### src/core/adc_ctl_regs.svh
`ifndef ADC_CTL_REGS_SVH
`define ADC_CTL_REGS_SVH
// Register byte offsets.
`define OFS_STATUS   12'h000
`define OFS_IRQ_EN   12'h004
`define OFS_CONTROL  12'h008
`define OFS_CONFIG1  12'h00c
`define OFS_IRQ_CLR  12'h018
// Control bit positions.
`define CTL_ON       0
`define CTL_OFF      1
`define CTL_START    2
`define CTL_STOP     4
`define CTL_CAL      31
// Configuration bit positions.
`define CFG_DMA_ON   0
`define CFG_DMA_CIRC 1
`define CFG_SCAN     2
`define CFG_RES_LO   3
`define CFG_ALIGN    5
`define CFG_TRG_LO   6
`define CFG_EDGE_LO  10
`define CFG_OVR      12
// Status and enable bit positions.
`define ST_OVERRUN   4
`define ST_CONV_END  2
// Writable masks, reset values.
`define IEN_MASK     32'h0000009f
`define CFG1_MASK    32'h00001dff
`define RESET_VALUE  32'h00000000
`endif

### src/core/adc_ctl_pkg.sv
package adc_ctl_pkg;
  // Event strobes coming back from the analog converter macro.
  typedef struct packed {
    logic watchdog;  // Analog watchdog hit.
    logic overrun;   // Unused here; overrun is detected locally.
    logic seq_end;   // Last channel of the sequence converted.
    logic conv_end;  // One conversion finished.
    logic sample_end;// Sampling phase finished.
    logic ready;     // Converter became ready.
  } conv_evt_s;
  // Conversion sequencer states.
  typedef enum logic [1:0] {
    SEQ_IDLE,
    SEQ_BUSY
  } seq_state_e;
  // Resolution selection codes.
  typedef logic [1:0] res_sel_t;
endpackage : adc_ctl_pkg

### src/core/adc_ctl.sv
`timescale 1ns/1ps
`include "adc_ctl_regs.svh"
// Functional notes
// - IEN bits 0..2 enable ready, sample, conversion
// - IEN bits 3,4,7 enable sequence, overrun, watchdog
// - IEN writes only while start reads zero
// - Enable set only when control all zero
// - Disable powers off; needs enabled, not running
// - Start begins conversion; needs enabled, no disable
// - Stop halts conversion; needs start, no disable
// - Calibrate until done; only while disabled
// - DMA enable; circular mode only with DMA
// - Scan direction upward or downward
// - Resolution code 12/10/8/6 bits
// - Right or left result alignment
// - Select one of eight trigger events
// - Trigger edge: off, rise, fall, both
// - Overrun keeps or overwrites the result
// - Interrupt only for enabled, set flags
// - One DMA request per conversion; none while overrun is flagged
module adc_ctl (
  input  wire logic                  pclk,
  input  wire logic                  presetn,
  input  wire logic                  psel,
  input  wire logic                  penable,
  input  wire logic                  pwrite,
  input  wire logic [11:0]           paddr,
  input  wire logic [31:0]           pwdata,
  output logic      [31:0]           prdata,
  output logic                       pready,
  output logic                       pslverr,
  input  wire adc_ctl_pkg::conv_evt_s evt,
  input  wire logic                  cal_done,
  input  wire logic [11:0]           conv_data,
  input  wire logic [7:0]            ext_trig,
  input  wire logic                  dma_ack,
  output logic                       conv_power,
  output logic                       cal_run,
  output logic                       conv_go,
  output logic                       scan_dir,
  output adc_ctl_pkg::res_sel_t      resolution_sel,
  output logic [15:0]                result,
  output logic                       dma_req,
  output logic                       dma_circular_sel,
  output logic                       irq
);
  import adc_ctl_pkg::*;

  logic [7:0]  status_reg;     // Sticky event flags.
  logic [7:0]  status_set;     // Event strobes this cycle.
  logic [7:0]  irq_en_reg;     // Interrupt enables.
  logic [31:0] cfg_reg;        // Configuration word.
  logic        conv_on_reg;    // Converter enabled.
  logic        off_reg;        // Disable command pending.
  logic        start_reg;      // Start command active.
  logic        stop_reg;       // Stop command pending.
  logic        cal_reg;        // Calibration running.
  logic [31:0] prdata_reg;     // Read data captured in setup.
  logic [15:0] result_reg;     // Aligned conversion result.
  logic        dma_req_reg;    // DMA request level.
  logic        go_reg;         // Conversion request pulse.
  logic        trig_prev_reg;  // Last sample of the trigger.
  seq_state_e  seq_reg;        // Sequencer state.
  logic        wr;             // Write access phase.
  logic        wr_ctl;         // Write to control.
  logic        ctl_zero;       // All control bits clear.
  logic        set_on;         // Accepted enable command.
  logic        set_off;        // Accepted disable command.
  logic        set_start;      // Accepted start command.
  logic        set_stop;       // Accepted stop command.
  logic        set_cal;        // Accepted calibrate command.
  logic        mapped;         // Address hits a register.
  logic        trig_now;       // Selected trigger level.
  logic        trig_fire;      // Trigger condition met.
  logic        ovr_evt;        // Overrun detected.
  logic        pending;        // Previous result unread.
  logic [31:0] ctl_word;       // Control register image.
  logic [15:0] shaped;         // Result after resolution.

  // The slave always answers in the first access cycle.
  assign pready = 1'b1;
  assign wr     = psel & penable & pwrite;
  assign wr_ctl = wr && (paddr == `OFS_CONTROL);

  // Unmapped addresses end with an error answer.
  always_comb begin
    case (paddr)
      `OFS_STATUS, `OFS_IRQ_EN, `OFS_CONTROL, `OFS_CONFIG1, `OFS_IRQ_CLR: mapped = 1'b1;
      default: mapped = 1'b0;
    endcase
  end
  assign pslverr = psel & penable & ~mapped;

  // Control image; the gaps stay zero.
  // reserved reads zero
  always_comb begin
    ctl_word = `RESET_VALUE;
    ctl_word[`CTL_ON]    = conv_on_reg;
    ctl_word[`CTL_OFF]   = off_reg;
    ctl_word[`CTL_START] = start_reg;
    ctl_word[`CTL_STOP]  = stop_reg;
    ctl_word[`CTL_CAL]   = cal_reg;
  end
  assign ctl_zero = ~|ctl_word;

  // Command guards; a zero bit or failed guard does nothing.
  // guarded command writes
  assign set_on    = wr_ctl & pwdata[`CTL_ON] & ctl_zero;
  assign set_off   = wr_ctl & pwdata[`CTL_OFF] & conv_on_reg & ~start_reg;
  assign set_start = wr_ctl & pwdata[`CTL_START] & conv_on_reg & ~off_reg;
  assign set_stop  = wr_ctl & pwdata[`CTL_STOP] & start_reg & ~off_reg;
  assign set_cal   = wr_ctl & pwdata[`CTL_CAL] & ~conv_on_reg & ~pwdata[`CTL_ON];

  // Read data is captured in the setup cycle so it comes from flops.
  always_ff @(posedge pclk or negedge presetn) begin
    if (!presetn) begin
      prdata_reg <= `RESET_VALUE;
    end else if (psel && !penable) begin
      case (paddr)
        `OFS_STATUS:  prdata_reg <= {24'h000000, status_reg};
        `OFS_IRQ_EN:  prdata_reg <= {24'h000000, irq_en_reg};
        `OFS_CONTROL: prdata_reg <= ctl_word;
        `OFS_CONFIG1: prdata_reg <= cfg_reg;
        default:      prdata_reg <= `RESET_VALUE;
      endcase
    end
  end
  assign prdata = prdata_reg;

  // Interrupt enables change only while no conversion runs.
  always_ff @(posedge pclk or negedge presetn) begin
    if (!presetn) begin
      irq_en_reg <= 8'h00;
    end else if (wr && paddr == `OFS_IRQ_EN && !start_reg) begin
      irq_en_reg <= 8'(pwdata & `IEN_MASK);
    end
  end

  // Configuration follows the same no-conversion guard.
  always_ff @(posedge pclk or negedge presetn) begin
    if (!presetn) begin
      cfg_reg <= `RESET_VALUE;
    end else if (wr && paddr == `OFS_CONFIG1 && !start_reg) begin
      cfg_reg <= pwdata & `CFG1_MASK;
    end
  end

  // Enable bit: set by software, cleared when disable completes.
  always_ff @(posedge pclk or negedge presetn) begin
    if (!presetn) begin
      conv_on_reg <= 1'b0;
    end else if (set_on) begin
      conv_on_reg <= 1'b1;
    end else if (off_reg) begin
      conv_on_reg <= 1'b0;
    end
  end

  // Disable command lasts one cycle, then hardware clears it.
  always_ff @(posedge pclk or negedge presetn) begin
    if (!presetn) begin
      off_reg <= 1'b0;
    end else begin
      off_reg <= set_off;
    end
  end

  // Start stays set until stopped or the sequence ends.
  always_ff @(posedge pclk or negedge presetn) begin
    if (!presetn) begin
      start_reg <= 1'b0;
    end else if (set_start) begin
      start_reg <= 1'b1;
    end else if (stop_reg || evt.seq_end) begin
      start_reg <= 1'b0;
    end
  end

  // Stop command lasts one cycle and takes start down with it.
  always_ff @(posedge pclk or negedge presetn) begin
    if (!presetn) begin
      stop_reg <= 1'b0;
    end else begin
      stop_reg <= set_stop;
    end
  end

  // Calibration runs until the macro reports completion.
  always_ff @(posedge pclk or negedge presetn) begin
    if (!presetn) begin
      cal_reg <= 1'b0;
    end else if (set_cal) begin
      cal_reg <= 1'b1;
    end else if (cal_done) begin
      cal_reg <= 1'b0;
    end
  end

  // Selected trigger line and its edge detection.
  // trigger source select
  assign trig_now = ext_trig[cfg_reg[`CFG_TRG_LO +: 3]];
  always_ff @(posedge pclk or negedge presetn) begin
    if (!presetn) begin
      trig_prev_reg <= 1'b0;
    end else begin
      trig_prev_reg <= trig_now;
    end
  end

  // Edge polarity decides when a request may start.
  always_comb begin
    case (cfg_reg[`CFG_EDGE_LO +: 2])
      2'h0:    trig_fire = 1'b1;
      2'h1:    trig_fire = trig_now & ~trig_prev_reg;
      2'h2:    trig_fire = ~trig_now & trig_prev_reg;
      default: trig_fire = trig_now ^ trig_prev_reg;
    endcase
  end

  // Sequencer: issue one request, wait for its end.
  always_ff @(posedge pclk or negedge presetn) begin
    if (!presetn) begin
      seq_reg <= SEQ_IDLE;
      go_reg  <= 1'b0;
    end else begin
      go_reg <= 1'b0;
      case (seq_reg)
        SEQ_IDLE: begin
          // A request needs an active start and no stop pending.
          if (start_reg && !stop_reg && trig_fire) begin
            go_reg  <= 1'b1;
            seq_reg <= SEQ_BUSY;
          end
        end
        SEQ_BUSY: begin
          // Leave on the end of conversion or on a stop.
          if (evt.conv_end || !start_reg) begin
            seq_reg <= SEQ_IDLE;
          end
        end
        default: seq_reg <= SEQ_IDLE;
      endcase
    end
  end

  // Overrun: a new result while the previous one is unread.
  assign pending = cfg_reg[`CFG_DMA_ON] ? dma_req_reg : status_reg[`ST_CONV_END];
  assign ovr_evt = evt.conv_end & pending;

  // Resolution trim and alignment of the raw value.
  always_comb begin
    shaped = {4'h0, conv_data >> {cfg_reg[`CFG_RES_LO +: 2], 1'b0}};
    if (cfg_reg[`CFG_ALIGN]) begin
      shaped = {conv_data, 4'h0};
    end
  end

  // Result register; overrun handling decides if it updates.
  always_ff @(posedge pclk or negedge presetn) begin
    if (!presetn) begin
      result_reg <= 16'h0000;
    end else if (evt.conv_end && (!ovr_evt || cfg_reg[`CFG_OVR])) begin
      result_reg <= shaped;
    end
  end

  // DMA request per conversion; held off while overrun is flagged.
  always_ff @(posedge pclk or negedge presetn) begin
    if (!presetn) begin
      dma_req_reg <= 1'b0;
    end else if (evt.conv_end && cfg_reg[`CFG_DMA_ON] && !ovr_evt &&
                 !status_reg[`ST_OVERRUN]) begin
      dma_req_reg <= 1'b1;
    end else if (dma_ack || !cfg_reg[`CFG_DMA_ON]) begin
      dma_req_reg <= 1'b0;
    end
  end

  // Event strobes map onto status bit positions.
  always_comb begin
    status_set    = 8'h00;
    status_set[0] = evt.ready;
    status_set[1] = evt.sample_end;
    status_set[2] = evt.conv_end;
    status_set[3] = evt.seq_end;
    status_set[4] = ovr_evt;
    status_set[7] = evt.watchdog;
  end

  // Sticky flags, one per bit; a set beats a same-cycle clear.
  genvar gi;
  generate
    for (gi = 0; gi < 8; gi++) begin : g_flag
      always_ff @(posedge pclk or negedge presetn) begin
        if (!presetn) begin
          status_reg[gi] <= 1'b0;
        end else if (status_set[gi]) begin
          status_reg[gi] <= 1'b1;
        end else if (wr && paddr == `OFS_IRQ_CLR && pwdata[gi]) begin
          status_reg[gi] <= 1'b0;
        end
      end
    end
  endgenerate

  assign irq = |(status_reg & irq_en_reg);

  // Outputs toward the analog macro and DMA.
  assign conv_power       = conv_on_reg;
  assign cal_run          = cal_reg;
  assign conv_go          = go_reg;
  assign scan_dir         = cfg_reg[`CFG_SCAN];
  assign resolution_sel   = cfg_reg[`CFG_RES_LO +: 2];
  assign result           = result_reg;
  assign dma_req          = dma_req_reg;
  assign dma_circular_sel = cfg_reg[`CFG_DMA_ON] & cfg_reg[`CFG_DMA_CIRC];

  // Enable writes during a conversion leave the enables untouched.
  property p_ien_hold;
    @(posedge pclk) disable iff (!presetn)
      (wr && paddr == `OFS_IRQ_EN && start_reg) |=> $stable(irq_en_reg);
  endproperty
  a_ien_hold: assert property (p_ien_hold) else $error("enable changed during run");
  // Enable only rises from an all-zero control register.
  property p_on_guard;
    @(posedge pclk) disable iff (!presetn) $rose(conv_on_reg) |-> $past(ctl_zero);
  endproperty
  a_on_guard: assert property (p_on_guard) else $error("enable set with control busy");
  // A disable clears itself and the enable within two cycles.
  property p_off_done;
    @(posedge pclk) disable iff (!presetn) set_off |=> off_reg ##1 (!off_reg && !conv_on_reg);
  endproperty
  a_off_done: assert property (p_off_done) else $error("disable did not power off");
  // Start only rises while enabled without a pending disable.
  property p_start_guard;
    @(posedge pclk) disable iff (!presetn) $rose(start_reg) |-> $past(conv_on_reg && !off_reg);
  endproperty
  a_start_guard: assert property (p_start_guard) else $error("start set illegally");
  // An accepted stop clears start two cycles later.
  property p_stop_clear;
    @(posedge pclk) disable iff (!presetn) set_stop |=> stop_reg ##1 (!stop_reg && !start_reg);
  endproperty
  a_stop_clear: assert property (p_stop_clear) else $error("stop did not halt");
  // Calibration never starts while enabled; the hold is checked only in the cycle it rises.
  property p_cal_hold;
    @(posedge pclk) disable iff (!presetn)
      $rose(cal_reg) |-> $past(!conv_on_reg) ##0 (cal_reg throughout (!cal_done)[*1]);
  endproperty
  a_cal_hold: assert property (p_cal_hold) else $error("calibration misbehaved");
  // Interrupt line matches enabled flags.
  property p_irq;
    @(posedge pclk) disable iff (!presetn) irq == |(status_reg & irq_en_reg & 8'(`IEN_MASK));
  endproperty
  a_irq: assert property (p_irq) else $error("interrupt mismatch");
  // Each clean conversion with DMA raises one request.
  property p_dma;
    @(posedge pclk) disable iff (!presetn)
      (evt.conv_end && cfg_reg[0] && !pending && !status_reg[4]) |=> dma_req;
  endproperty
  a_dma: assert property (p_dma) else $error("missing DMA request");
  // Overrun with keep mode leaves the result unchanged.
  property p_ovr_keep;
    @(posedge pclk) disable iff (!presetn)
      (ovr_evt && !cfg_reg[`CFG_OVR]) |=> $stable(result_reg);
  endproperty
  a_ovr_keep: assert property (p_ovr_keep) else $error("result overwritten");
  // Reserved configuration bits never become set.
  property p_cfg_rsvd;
    @(posedge pclk) disable iff (!presetn) (cfg_reg & ~`CFG1_MASK) == 32'h00000000;
  endproperty
  a_cfg_rsvd: assert property (p_cfg_rsvd) else $error("reserved bit set");

endmodule : adc_ctl

### config.mk
export PLATFORM = sky130hd
export DESIGN_NAME = adc_ctl
export DESIGN_NICKNAME = d
export VERILOG_FILES = /design/src/core/adc_ctl_pkg.sv /design/src/core/adc_ctl.sv
export VERILOG_INCLUDE_DIRS = /design/src /design/src/core
export SDC_FILE = /design/constraint.sdc
export NUM_CORES = 1
export LEC_CHECK = 0
export ABC_AREA = 1
export BUFFER_PORTS_ARGS = -buffer_cell sky130_fd_sc_hd__buf_2
export CAP_MARGIN = 0
export CORE_UTILIZATION = 53
export DETAILED_ROUTE_END_ITERATION = 8
export PLACE_DENSITY_LB_ADDON = 0.08
export SYNTH_ARGS = -nofsm -noshare
export SYNTH_HDL_FRONTEND = slang
export SYNTH_SLANG_ARGS = --single-unit
### constraint.sdc
create_clock -name pclk -period 2.7 [get_ports pclk]
set_clock_uncertainty 0.05 [all_clocks]
set_input_delay 0.54 -clock pclk [delete_from_list [all_inputs] [get_ports pclk]]
set_output_delay 0.54 -clock pclk [all_outputs]
set_load 0.01 [all_outputs]
; Yosys cells after proc, flatten, opt, wreduce, memory -nomap -nowiden
; Index checks and enable logic that the tools add are counted.
; W data, S select, Z words.
[totals]
regBits = 82
input_bits = 77
out_inout_bits = 59
wordCells = 139
[op_classes]
magnitude_cmp = 1
eq_ne = 9
shifts = 1
mux = 32
n_bitwise = 30
n_reduce_logical = 47
[op_table]
columns = cell, n
row1 = $pmux W32 S4, 1
row2 = $mux W1, 25
row3 = $eq A12 B4 Y1 const B, 2
row4 = $and A1 B1 Y1, 21
row5 = $reduce_bool A2 Y1, 10
row6 = $logic_and A1 B1 Y1, 19
row7 = $mux W16, 1
row8 = $eq A12 B3 Y1 const B, 1
row9 = $eq A12 B5 Y1 const B, 1
row10 = $logic_not A12 Y1, 1
row11 = $shr A12 B3 Y12, 1
row12 = $reduce_or A5 Y1, 2
row13 = $and A8 B8 Y8, 1
row14 = $reduce_or A8 Y1, 1
row15 = $logic_not A1 Y1, 7
row16 = $not A1 Y1, 7
row17 = $eq A2 B1 Y1 const B, 2
row18 = $logic_not A2 Y1, 2
row19 = $logic_or A1 B1 Y1, 4
row20 = $lt A3 B4 Y1 const B, 1
row21 = $mux W2, 2
row22 = $ne A2 B2 Y1 const B, 2
row23 = $pmux W2 S2, 1
row24 = $bmux W1 S3, 1
row25 = 4 further kinds, 4

; Depth between registers and ports, before layout
[logic_depth]
ltp_word = 8
mapped_depth = 12
depth_no_buf = 12

; Worst setup path before layout
; OpenSTA, ideal clock, no wires.
[synth_timing]
path_kind = input to output
from = input paddr[11]
to = output pslverr
t_arrival_ns = 1.280
required_ns = 2.110
setup_slack_ns = 0.830
stages = 7
path_buffers = 1
path_cell_list = nor2_1 nand2_2 inv_2 buf_4 o21ai_0 nand3_1 nor2_1
[synth_between]
elab_chain_cells = 5
word_cells_on_any_way = 9
cone_classes = eq/ne (4) / mux (1) / bitwise (2) / reduce/logical (2)
[synth_lines]
columns = item, line
row1 = "start, declared", adc_ctl.sv:27  ; input wire logic [11:0] paddr,
row2 = "$eq A12 B4 Y1, or another cell as far along", adc_ctl.sv:87  ; case (paddr)
row3 = $reduce_or A5 Y1 *, adc_ctl.sv:87
row4 = $mux W1 *, adc_ctl.sv:87
row5 = $not A1 Y1 *, adc_ctl.sv:92  ; assign pslverr = psel & penable & ~mapped;
row6 = $and A1 B1 Y1 *, adc_ctl.sv:92
row7 = "end, declared", adc_ctl.sv:31  ; output logic pslverr,
; Every way passes the cells marked *; elsewhere a longest branch is shown, timed or not.

; Worst setup path in the final report
[layout_timing]
from = input paddr[1]
to = output pslverr
; The elaborated chain is that of the path after synthesis.

==> impl_metrics.yaml <==
pwr:
  p_leak_nw: 2.26
  max-vdd-ir-drop_mv: 0.406
  power_density_nw_per_um2: 479
  finalPower_mw: 1.94
grt:
  gr-total-overflow: 0
  antenna_found_initial: 0
  grt_pass1_vias: 2669
  grt_pass1_wl_um: 12400
  grt_max_degree: 28
  grt.total_usage_pct: 24.8
die:
  floorplan.rows: 28
  dieArea_um2: 6790
  fp.dieW_um: 82.4
  ios: 136
  die_h_um: 82.4
  start_util_pct: 56.5
  core_area_um2: 6060
critical_path:
  rr_worst_depth: 11
  cp_slowest_cell: "nor2_1"
  worstPathRequired_ns: 2.11
  rrSetupSlack_ns: 0.92
  reg2reg_to: "seq_reg[0]"
  cp.arrival_ns: 1.63
  cp_max_fo: 5
  worstPathCellList: "buf_2, nor2_2, nand2_1, nor2_1, o21ai_0, nand3_1, nor2_1, buf_2"
  worstSetupStartpointType: "input port"
  cp-end-kind: "output port"
  cp_slowest_stage_delay_ns: 0.31
  reg2reg_from: "cfg_reg[6]"
  path_class: "in2out"
yosys:
  synth_top_area_share_pct: 45.3
  synthTopCellsByCount: "nand2_1 (116), dfrtp_1 (62), inv_1 (46)"
  synth.largest_area_cell: "dfrtp_1"
  ys_warn_count: 0
  yosysMostFrequentCell: "nand2_1"
  ys_types: 31
  ys_seq_area_share_pct: 45.3
  async_flop_share_pct: 100
  syn_area_per_cell_um2: 8.01
  syn-instance-count: 428
  yosys_register_bits: 62
  synth-edff-count: 0
  synth_ff_type: "dfrtp_1"
  synth_area_leaders: "dfrtp_1 (45%), nand2_1 (13%), buf_4 (5.3%)"
  synth_area_um2: 3430
layout:
  seq_area_um2: 1550
  nets: 604
  multiInputGateArea_um2: 1510
  fin_util_pct: 66.6
  drive_gt1_share_pct: 28.5
  largest_reg_flops: 16
  antenna_cells: 0
  instances_no_fill: 605
  area_delta_synth_final_pct: 17.9
  fill_cells: 548
cts:
  cts_tree: "built"
  cts_root_buf: "clkbuf_8"
  cts_hold_buffers: 0
  ctsResizeCount: 0
  clock_path_buffers: 2
  post_cts_buffers: 0
  clkLatencyLatePin_ns: 0.34
  cts.sinks: 62
  cts_buffers: 9
  clk_pin_slew_worst_paths_ns: 0.07
  htreeDepth: 3
job:
  cap_violations: 0
sta:
  drv_slew: 0
  fin_crit_ns: 2.22
  fmax_ghz: 0.450
  hold_viol: 0
  post-route-period-util_pct: 82.2
  setup_viol: 0
  setup_ws_ns: 0.480
  grt_setup_unrepaired: "no"
  fin_tns_setup_ns: 0
placement:
  dp_worst_setup_slack_ns: 0.513
  routabilityCongestion: 0.849
  dpl.cell_count: 589
  portBuffers: 95
  dpl.hpwl_um: 5790
routing:
  ant_nets: 0
  via_per_inst: 5.08
  dr.pass1.iters: 4
  drc: 0
  dr_total_vias: 3076
  wl_um: 7780
  drt_iter0_drc: 154
  wl_per_cell_um: 12.9
min_path:
  min_path_type: "in2async"
run_status:
  outcome: "finished, final reports clean"
-- how the worst max path moves through the flow --
stage | start | to
after detailed placement | paddr[7] | pslverr
after global routing | paddr[1] | pslverr
after floorplan | paddr[11] | pslverr
after CTS | paddr[7] | pslverr
final | paddr[1] | pslverr
after global placement | paddr[7] | pslverr
-- metrics by stage --
step	cell area (µm²)	hold WS [ns]
4_1_cts	4040	0.107
3_3_place_gp	3860	0.409
2_1_floorplan	3490	0.194
6_report	4040	0.0979
5_1_grt	4040	0.132
3_5_place_dp	3860	0.412
-- where the power goes --
| group | switching, mW | leakage [nW] | internal (mW) |
|---|---|---|---|
| combinational | 0.124 | 1.40 | 0.0711 |
| clock | 0.362 | 0.0904 | 0.424 |
| sequential | 0.00833 | 0.775 | 0.946 |
-- layer usage --
| metal | vias to the layer above | wire [µm] | GRT usage, % |
|---|---|---|---|
| li1 | 1554 | - | - |
| met1 | 1398 | 3540 | 32.4 |
| met2 | 110 | 3690 | 40.6 |
| met3 | 14 | 416 | 4.51 |
| met4 | 0 | 133 | 10.2 |
| met5 | - | 0 | 0 |
-- cells by family after synthesis --
kind of cell | share of synthesized area [%]
muxes | 0.292
DFF | 45.3
adders and majority gates | 0.730
other | 0.219
AOI/OAI and AO/OA | 16.4
and+or+nand+nor | 24.4
buffers and inverters | 12.6
-- placed cells by master, fill, tap and decap left out, drive strengths merged --
cell and count:
nand2 119, buf 100, dfrtp 62, o21ai 53, inv 50, nand3 35, nor2 34, conb 20
clkbuf 12, o22ai 11, a21oi 10, o31ai 8, a22oi 4, ha 2, clkinv 2, nor3 2
a221oi 1, mux2i 1, nand4 1, o32ai 1, clkinvlp 1, bufinv 1
-- worst max-delay path, delay by kind of cell --
kind                   cells  cell delay (ns)
AND/OR/NAND/NOR            5             0.72
AO/OA/AOI/OAI              1             0.13
buffers and inverters      2             0.24
-- area by class of cell --
type,instances,share of cell area (%)
repair buffers,100,12.7
clock buffers,12,3.35
multi-input cells,302,37.4
well taps,75,2.32
inverters,50,4.65
flip-flops and latches,62,38.4
clock inverters,4,1.18
No activity file was read; power rests on OpenSTA's default activity.
